$ cat src/include/acmp_defines.vh
`ifndef ACMP_DEFINES_VH
`define ACMP_DEFINES_VH

// register byte offsets
`define ACMP_OFS_CONTROL     5'h00
`define ACMP_OFS_REFSEL      5'h04
`define ACMP_OFS_IRQ_STATUS  5'h08
`define ACMP_OFS_IRQ_MASK    5'h0c
`define ACMP_OFS_OUT_MODE    5'h10

// control register fields
`define ACMP_CTL_ENABLE      7
`define ACMP_CTL_RESULT      6
`define ACMP_CTL_INVERT      4
`define ACMP_CTL_NEG_HI      3
`define ACMP_CTL_NEG_LO      1
`define ACMP_CTL_POS         0

// reference select register fields
`define ACMP_REF_FORCE_PIN   7
`define ACMP_REF_RANGE_HI    5
`define ACMP_REF_RANGE_LO    4
`define ACMP_REF_TAP_HI      3
`define ACMP_REF_TAP_LO      0

// output mode register field
`define ACMP_MODE_SAMPLED    0

// negative input codes
`define ACMP_NEG_PIN3        3'h0
`define ACMP_NEG_PIN4        3'h1
`define ACMP_NEG_BANDGAP     3'h2
`define ACMP_NEG_LADDER      3'h3
`define ACMP_NEG_PIN6        3'h4

// positive input codes
`define ACMP_POS_LADDER      1'h0
`define ACMP_POS_PIN4        1'h1

// ladder ranges
`define ACMP_RANGE_QUARTER   2'h0
`define ACMP_RANGE_LOW24     2'h1
`define ACMP_RANGE_FIFTH     2'h2
`define ACMP_RANGE_LOW32     2'h3
`define ACMP_LADDER_OFFSET   6'h09
`define ACMP_DEN_32          6'h20
`define ACMP_DEN_24          6'h18
`define ACMP_DEN_40          6'h28

// reset values
`define ACMP_RST_CONTROL     8'h00
`define ACMP_RST_REFSEL      8'h00
`define ACMP_RST_MASK        8'h00
`define ACMP_RST_MODE        8'h00

// writable masks
`define ACMP_CTL_WMASK       8'h9f
`define ACMP_REF_WMASK       8'hbf

`endif

$ cat src/rtl/acmp_top.v
`timescale 1ns/1ps
`include "acmp_defines.vh"
// What this block does
// - control bits 3:1 pick negative input: pin3, pin4, pin6, bandgap, ladder
// - control bit 0 picks positive input: pin4 or ladder reference
// - top control bit enables; code 000 is pin3, bit0 clear is ladder
// - invert set, code 011, bit0 set: inverted, ladder negative, pin4 positive
// - select bit 7 forces the result onto port a pin0 regardless of direction
// - forwarded result is direct or sampled on the timer2 clock
// - control bit 4 inverts comparator output polarity
// - output readable at control bit 6 and usable as interrupt source
// - select bits 5:4 choose ladder top and bottom, four configurations
// - select bits 3:0 pick one of sixteen equal ladder taps
// - range 00: reference is quarter supply plus (n+1)/32 supply
// - range 10: reference is fifth supply plus (n+1)/40 supply
// - reference spans one thirty-second to three quarters of supply
// - interrupt flag set by hardware, cleared only by software
module acmp_top (
	// clock and reset
	input  wire        clk_in,
	input  wire        reset_n_in,
	// avalon-mm slave
	input  wire [4:0]  avs_address_in,
	input  wire        avs_read_in,
	input  wire        avs_write_in,
	input  wire [3:0]  avs_byteenable_in,
	input  wire [31:0] avs_writedata_in,
	output wire [31:0] avs_readdata_out,
	output wire        avs_waitrequest_out,
	// interrupt
	output wire        irq_out,
	// analog comparator
	input  wire        comparator_raw_in,
	output wire        comparator_enable_out,
	output wire [2:0]  negative_select_out,
	output wire        positive_select_out,
	output wire [1:0]  ladder_range_out,
	output wire [3:0]  ladder_tap_out,
	output wire [5:0]  ladder_numerator_out,
	output wire [5:0]  ladder_denominator_out,
	// timer2 sample clock
	input  wire        timer2_sample_clock_in,
	// port a pin0
	input  wire        gpio_pin0_out_in,
	input  wire        gpio_pin0_oe_n_in,
	output wire        port_a_pin0_out,
	output wire        port_a_pin0_oe_n_out,
	output wire        comparator_result_bit_out
);

	reg  [7:0]  control_q;
	reg  [7:0]  refsel_q;
	reg  [7:0]  status_q;
	reg  [7:0]  status_d;
	reg  [7:0]  mask_q;
	reg  [7:0]  mode_q;
	reg         ack_q;
	reg  [31:0] readdata_q;
	reg  [7:0]  read_mux;
	reg         sync1_q;
	reg         sync2_q;
	reg         adjusted_q;
	reg         tm2_prev_q;
	reg         sampled_q;
	reg         forwarded_q;
	reg  [5:0]  num_q;
	reg  [5:0]  den_q;
	reg  [5:0]  num_d;
	reg  [5:0]  den_d;
	wire        request;
	wire        access;
	wire        wr_lane0;
	wire        adjusted_d;
	wire        change_event;
	wire [7:0]  status_clear;

	// ladder fraction of supply for a range and tap
	function [11:0] ladder_frac;
		input [1:0] range;
		input [3:0] tap;
		reg   [5:0] n;
		begin
			n = {2'h0, tap};
			case (range)
				`ACMP_RANGE_QUARTER: begin
					ladder_frac = {n + `ACMP_LADDER_OFFSET, `ACMP_DEN_32};
				end
				`ACMP_RANGE_LOW24: begin
					ladder_frac = {n + 6'h01, `ACMP_DEN_24};
				end
				`ACMP_RANGE_FIFTH: begin
					ladder_frac = {n + `ACMP_LADDER_OFFSET, `ACMP_DEN_40};
				end
				default: begin
					ladder_frac = {n + 6'h01, `ACMP_DEN_32};
				end
			endcase
		end
	endfunction

	// bus handshake: one wait cycle per access
	assign request             = avs_read_in | avs_write_in;
	assign access              = request & ack_q;
	assign wr_lane0            = access & avs_write_in & avs_byteenable_in[0];
	assign avs_waitrequest_out = request & ~ack_q;
	assign avs_readdata_out    = readdata_q;

	always @(posedge clk_in or negedge reset_n_in) begin
		if (!reset_n_in) begin
			ack_q <= 1'b0;
		end else begin
			ack_q <= request & ~ack_q;
		end
	end

	// read multiplexer
	always @* begin
		read_mux = 8'h00;
		case (avs_address_in)
			`ACMP_OFS_CONTROL: begin
				read_mux = control_q;
				read_mux[`ACMP_CTL_RESULT] = adjusted_q;
			end
			`ACMP_OFS_REFSEL: begin
				read_mux = refsel_q;
			end
			`ACMP_OFS_IRQ_STATUS: begin
				read_mux = status_q;
			end
			`ACMP_OFS_IRQ_MASK: begin
				read_mux = mask_q;
			end
			`ACMP_OFS_OUT_MODE: begin
				read_mux = mode_q;
			end
			default: begin
				read_mux = 8'h00;
			end
		endcase
	end

	always @(posedge clk_in or negedge reset_n_in) begin
		if (!reset_n_in) begin
			readdata_q <= 32'h00000000;
		end else if (avs_read_in & ~ack_q) begin
			readdata_q <= {24'h000000, read_mux};
		end
	end

	// software registers
	always @(posedge clk_in or negedge reset_n_in) begin
		if (!reset_n_in) begin
			control_q <= `ACMP_RST_CONTROL;
			refsel_q  <= `ACMP_RST_REFSEL;
			mask_q    <= `ACMP_RST_MASK;
			mode_q    <= `ACMP_RST_MODE;
		end else if (wr_lane0) begin
			case (avs_address_in)
				`ACMP_OFS_CONTROL: begin
					control_q <= avs_writedata_in[7:0] & `ACMP_CTL_WMASK;
				end
				`ACMP_OFS_REFSEL: begin
					refsel_q <= avs_writedata_in[7:0] & `ACMP_REF_WMASK;
				end
				`ACMP_OFS_IRQ_MASK: begin
					mask_q <= {7'h00, avs_writedata_in[0]};
				end
				`ACMP_OFS_OUT_MODE: begin
					mode_q <= {7'h00, avs_writedata_in[`ACMP_MODE_SAMPLED]};
				end
				default: begin
					mode_q <= mode_q;
				end
			endcase
		end
	end

	// input selections to the analog core
	assign comparator_enable_out = control_q[`ACMP_CTL_ENABLE];
	assign negative_select_out   = control_q[`ACMP_CTL_NEG_HI:`ACMP_CTL_NEG_LO];
	assign positive_select_out   = control_q[`ACMP_CTL_POS];
	assign ladder_range_out      = refsel_q[`ACMP_REF_RANGE_HI:`ACMP_REF_RANGE_LO];
	assign ladder_tap_out        = refsel_q[`ACMP_REF_TAP_HI:`ACMP_REF_TAP_LO];

	always @* begin
		{num_d, den_d} = ladder_frac(ladder_range_out, ladder_tap_out);
	end

	always @(posedge clk_in or negedge reset_n_in) begin
		if (!reset_n_in) begin
			num_q <= `ACMP_LADDER_OFFSET;
			den_q <= `ACMP_DEN_32;
		end else begin
			num_q <= num_d;
			den_q <= den_d;
		end
	end

	assign ladder_numerator_out   = num_q;
	assign ladder_denominator_out = den_q;

	// result synchroniser and polarity
	always @(posedge clk_in or negedge reset_n_in) begin
		if (!reset_n_in) begin
			sync1_q <= 1'b0;
			sync2_q <= 1'b0;
		end else begin
			sync1_q <= comparator_raw_in;
			sync2_q <= sync1_q;
		end
	end

	assign adjusted_d = (sync2_q & control_q[`ACMP_CTL_ENABLE])
		^ control_q[`ACMP_CTL_INVERT];
	assign change_event = adjusted_d ^ adjusted_q;

	// timer2 sampling and forwarding
	always @(posedge clk_in or negedge reset_n_in) begin
		if (!reset_n_in) begin
			adjusted_q  <= 1'b0;
			tm2_prev_q  <= 1'b0;
			sampled_q   <= 1'b0;
			forwarded_q <= 1'b0;
		end else begin
			adjusted_q <= adjusted_d;
			tm2_prev_q <= timer2_sample_clock_in;
			if (timer2_sample_clock_in & ~tm2_prev_q) begin
				sampled_q <= adjusted_q;
			end
			forwarded_q <= mode_q[`ACMP_MODE_SAMPLED] ? sampled_q : adjusted_q;
		end
	end

	assign comparator_result_bit_out = forwarded_q;
	assign port_a_pin0_out      = refsel_q[`ACMP_REF_FORCE_PIN] ? forwarded_q
		: gpio_pin0_out_in;
	assign port_a_pin0_oe_n_out = refsel_q[`ACMP_REF_FORCE_PIN] ? 1'b0
		: gpio_pin0_oe_n_in;

	// sticky status, set wins over clear
	assign status_clear = (access & avs_read_in & (avs_address_in == `ACMP_OFS_IRQ_STATUS))
		? 8'hff : 8'h00;

	always @* begin
		status_d    = status_q & ~status_clear;
		status_d[0] = status_d[0] | change_event;
	end

	always @(posedge clk_in or negedge reset_n_in) begin
		if (!reset_n_in) begin
			status_q <= 8'h00;
		end else begin
			status_q <= status_d;
		end
	end

	assign irq_out = |(status_q & mask_q);

endmodule // acmp_top

$ cat config.mk
export PLATFORM = sky130hd
export DESIGN_NAME = acmp_top
export DESIGN_NICKNAME = d
export VERILOG_FILES = /design/src/rtl/acmp_top.v
export VERILOG_INCLUDE_DIRS = /design/src /design/src/include
export SDC_FILE = /design/constraint.sdc
export NUM_CORES = 1
export LEC_CHECK = 0
export BUFFER_PORTS_ARGS = -buffer_cell sky130_fd_sc_hd__buf_4
export CAP_MARGIN = 0
export CELL_PAD_IN_SITES_DETAIL_PLACEMENT = 0
export CELL_PAD_IN_SITES_GLOBAL_PLACEMENT = 1
export CORE_UTILIZATION = 37
export DETAILED_ROUTE_END_ITERATION = 10
export PLACE_DENSITY = 0.95
export SETUP_SLACK_MARGIN = 0.1
export SYNTH_ARGS = -nofsm -noshare
export SYNTH_HDL_FRONTEND = slang
export SYNTH_SLANG_ARGS = --single-unit
$ cat constraint.sdc
create_clock -name clk_in -period 2.6 [get_ports clk_in]
set_clock_uncertainty 0.15 [all_clocks]
set_input_delay 0.39 -clock clk_in [delete_from_list [all_inputs] [get_ports clk_in]]
set_output_delay 0.39 -clock clk_in [all_outputs]
set_load 0.02 [all_outputs]
* Word level (Yosys, flattened, before mapping)
Cells that the tools add are included.
Widths: inputs -> output; s select.
** Operators by class
- Mux-type cells :: 6
- Reductions and logical operators :: 7
- Eq/ne operators :: 6
- Bitwise gates (word level) :: 18
- $add $sub $neg :: 2
** Operators with widths (number)
- $pmux 8 s5 :: 1
- $pmux 11 s3 :: 1
- $eq 5x4->1 const B :: 2
- $and 1x1->1 :: 9
- $and 8x1->8 :: 1
- $and 8x8->8 :: 1
- $mux 8 :: 1
- $not 8->8 :: 1
- $reduce_and 2->1 :: 4
- $reduce_or 8->1 :: 1
- $add 4x1->5 const B :: 1
- $add 4x4->5 const B :: 1
- $eq 5x3->1 const B :: 1
- $eq 5x5->1 const B :: 1
- $logic_not 5->1 :: 1
- $mux 1 :: 3
- $eq 2x1->1 const B :: 1
- $eq 2x2->1 const B :: 1
- $logic_not 2->1 :: 1
- $not 1->1 :: 2
- $or 1x1->1 :: 2
- $xor 1x1->1 :: 2
** Word-level totals
- Logic and storage cells :: 54
- Flip-flop bits (word level) :: 50
- Input port bits :: 49
- Output and inout bits :: 60

* Logic depth before layout (Yosys ltp)
- Depth in word-level cells :: 8
- Mapped depth :: 4
- Gate-level depth less buffers :: 4

* Worst setup path before layout
OpenSTA, ideal clock, no wires.
- Path type :: input-to-reg
- Start point :: input port avs_address_in[1]
- End point :: register control_q[0]
- Buffers on the path :: 0
- Cell stages on the path :: 3
- Arrival :: 1.579 ns
- Setup time :: 0.125 ns
- Setup slack :: 0.746 ns
- Required time :: 2.325 ns
- Path through :: or4_4 > nor3_4 > mux2_2
** On the way
- Word-level cells in the longest chain between the ends :: 2
** Ends and longest elaborated chain
- from (decl) :: RTL line acmp_top.v:23 : input wire [4:0] avs_address_in,
- $logic_not 5->1 :: RTL line acmp_top.v:158 : case (avs_address_in)
- $reduce_and 2->1 (no source line)
- to (signal assigned) :: RTL line acmp_top.v:153 : control_q <= `ACMP_RST_CONTROL;
- to (signal assigned) :: RTL line acmp_top.v:160 : control_q <= avs_writedata_in[7:0] & `ACMP_CTL_WMASK;
- to (decl) :: RTL line acmp_top.v:51 : reg [7:0] control_q;
No other way between the ends.
A chain may end at the register's enable or synchronous reset.

* Worst setup path in the final report
- Start point :: input port avs_address_in[2]
- End point :: register control_q[3]
The elaborated chain is that of the path after synthesis.

==> metrics.csv <==
stage,metric,value,unit
route,vias per inst,4.66,
clock_network,post-CTS sizing,0,
floorplanning,Core ar.,0.00592,mm²
route,drt first pass iters,4,
route,Routed Antenna Nets,0,
critical_path,critical path data required time,2640,ps
route,Remaining DRCs,0,
clock_network,CTS tree,yes,
critical_path,crit-path leading delay family,simple AND/OR/NAND/NOR gates,
logic_synthesis,"Seq/Total Area, Yosys",0.509,
timing,unrepaired setup endpoints after global routing,false,
timing,actual slew at the worst max-slew pin,564,ps
hold_path,Hold Path Class,in2reg,
cells_and_area,Synth-to-Final Area Change,17.4,%
route,total wire length,4.17,mm
timing,sum of negative setup slack,0,ps
status,status,"complete, no violations",
logic_synthesis,Netlist Area Pre-Place,0.00227,mm²
floorplanning,Die H,80.3,µm
critical_path,worst-path maximum fanout,12,
critical_path,worst r2r src,ack_q$_DFF_PN0_,
cells_and_area,NumNets Final,289,
floorplanning,Initial Util,0.384,
clock_network,Worst-path clk slew,80,ps
timing,f_max,561,MHz
logic_synthesis,"flops & latches, synth",46,
flow_run,max-cap violations,0,
floorplanning,full die area,0.00646,mm²
clock_network,H-tree depth,2,
placed_design,placed cells,301,
critical_path,"setup slack, reg-to-reg",900,ps
power,P_leak,1.37,nW
power,pwr/cell area,580,mW/mm²
timing,final worst-path cycle share,0.686,
cells_and_area,number of inserted diodes,0,
cells_and_area,share of layout cells above drive strength 1,0.362,
placed_design,DP Wirelength,3.11,mm
critical_path,critical path launch point type,input pin,
clock_network,"Setup Fix Bufs, Post-CTS",0,
floorplanning,row cnt,28,
route,via count,1444,
critical_path,Reg-to-Reg End,refsel_q[3]$_DFFE_PN0P_,
floorplanning,DIE WIDTH,80.3,µm
critical_path,Bufs and invs on worst path,1,
global_routing,gr ovfl total,0,
hold_path,Hold Crit Depth,1,
critical_path,crit path to,control_q[3]$_DFFE_PN0P_,
critical_path,crit path DAT,1820,ps
logic_synthesis,synth warn,0,
critical_path,CP Launch Point,avs_address_in[2],
clock_network,Root Buffer,clkbuf_8,
route,DR iter-0 viols,142,
critical_path,Critical-path top delay cell,or4_4,
clock_network,cts bufs inserted,5,
route,wire per inst,13.5,µm
cells_and_area,non-filler instance count after layout,310,
critical_path,cell depth of the worst setup path,4,
global_routing,vias in the first global route,1434,
logic_synthesis,Synth Area per Inst,12.1,µm²
placed_design,Port Buffers,52,
power,VDD IR-drop max,0.219,mV
logic_synthesis,Synth Flop Type,dfrtp_1,
clock_network,clock sink total,46,
clock_network,clk buf depth,2,
critical_path,critical path type,in2reg,
timing,final hold viol count,0,
timing,Final Setup Violations,0,
critical_path,R2R depth,3,
timing,Max Slew Vio Count,0,
logic_synthesis,Yosys cell types,35,
global_routing,first-pass GRT wire length,6.84,mm
floorplanning,number of I/O pins,109,
clock_network,"Clk Latency, worst-skew pair",290,ps
logic_synthesis,Synth Instances,187,
logic_synthesis,asr flop ratio synth,1.00,
global_routing,initial antenna violation count,0,
placed_design,Routability Congestion,0.732,
timing,relative slew slack,0.624,
critical_path,CP endpoint kind,flip-flop,
critical_path,crit path cell chain,"buf_4, or4_4, nor3_4, mux2_2",
global_routing,largest net degree at the start of global routing,47,
logic_synthesis,Post-synth EDFFs,0,
global_routing,All-Layer GR Usage,0.141,
critical_path,Crit path largest cell delay,530,ps
timing,minimum clock period,1780,ps
[layout by cell type, fill, tap and decap left out, types with 2 or more instances in the layout]
| cell | instances |
|---|---|
| xnor2_1 | 2 |
| conb_1 | 28 |
| buf_4 | 53 |
| dfrtp_1 | 43 |
| nand2b_1 | 2 |
| nor2b_1 | 9 |
| o2bb2ai_1 | 6 |
| a22o_1 | 6 |
| mux2i_1 | 8 |
| nand2_1 | 5 |
| nor2_1 | 7 |
| ha_1 | 6 |
| nand3_1 | 5 |
| a21oi_1 | 3 |
| clkbuf_8 | 5 |
| inv_1 | 4 |
| dfstp_2 | 3 |
| mux2_2 | 19 |
| nor4_1 | 2 |
[timing repair]
item / 4_1_cts / 5_1_grt
endpoints found under the hold margin: 43 / 0
setup endpoints to repair: 0 / 0
hold buffers: 1 / 0
[routing by layer]
layer	share of wire	vias to the layer above	track usage
met5	0	-	0
met4	0.014	0	0.0482
met3	0.062	4	0.0409
met2	0.51	44	0.233
met1	0.42	717	0.174
li1	-	679	-
[worst min path at each step]
stage / from / endpoint / slack (ps)
after floorplan: reset_n_in / ack_q$_DFF_PN0_ / -60
after global placement: sync1_q$_DFF_PN0_ / sync2_q$_DFF_PN0_ / 180
after detailed placement: sync1_q$_DFF_PN0_ / sync2_q$_DFF_PN0_ / 190
after CTS: comparator_raw_in / sync1_q$_DFF_PN0_ / 40
after global routing: comparator_raw_in / sync1_q$_DFF_PN0_ / 30
final: comparator_raw_in / sync1_q$_DFF_PN0_ / 50
[through the flow]
stage	worst slack [ps]	cell area (µm²)	hold WS [ps]	power, mW	utilization
floorplan	746	2370	-55.6	1.05	-
global placement	493	2570	185	1.13	0.434
detailed placement	483	2570	194	1.14	0.434
CTS	802	2670	39.8	1.57	0.450
global route	775	2670	33.3	1.61	0.450
finish	817	2670	47.7	1.55	0.450
[report_power, final]
group	internal, mW	switching, mW
clock network	0.190	0.233
logic	0.131	0.178
registers	0.772	0.0430
total	1.09	0.454
[state kept, by name (all words and copies together) (netlist names), 3 cells and up]
register / cells
refsel_q: 7
ladder_denominator_out: 3
control_q: 6
avs_readdata_out: 8
ladder_numerator_out: 5
status_q: 8
[layout make-up]
| type | instances | area, µm² |
|---|---|---|
| Fill cell | 551 | 3250 |
| Sequential cell | 46 | 1150 |
| Multi-Input combinational cell | 123 | 908 |
| Timing Repair Buffer | 54 | 408 |
| Tap cell | 75 | 93.8 |
| Clock buffer | 6 | 72.6 |
| Inverter | 4 | 15.0 |
| Clock inverter | 2 | 13.8 |
[kinds of logic (layout without fill, tap and decap cells)]
group	Yosys count	after routing	synth area share
AO/OA/AOI/OAI	21	21	0.0716
AND/OR/NAND/NOR	37	37	0.0975
adder cells (fa/ha/maj)	6	6	0.0331
flip-flops	46	46	0.509
other	1	28	0.00165
buffers and inverters	45	66	0.136
XOR/XNOR	4	4	0.0220
multiplexers	27	27	0.129
[cell usage after synthesis, types with 2 or more instances]
cell	n	area share
dfrtp_1	43	0.47
buf_4	37	0.12
mux2_2	19	0.094
nor2b_1	9	0.025
mux2i_1	8	0.035
nor2_1	7	0.012
a22o_1	6	0.023
ha_1	6	0.033
o2bb2ai_1	6	0.023
nand2_1	5	0.0083
nand3_1	5	0.011
inv_1	4	0.0066
a21oi_1	3	0.0066
clkbuf_1	3	0.0050
dfstp_2	3	0.035
nand2b_1	2	0.0055
nor4_1	2	0.0055
xnor2_1	2	0.0077
(Power assumes the default switching activity.)
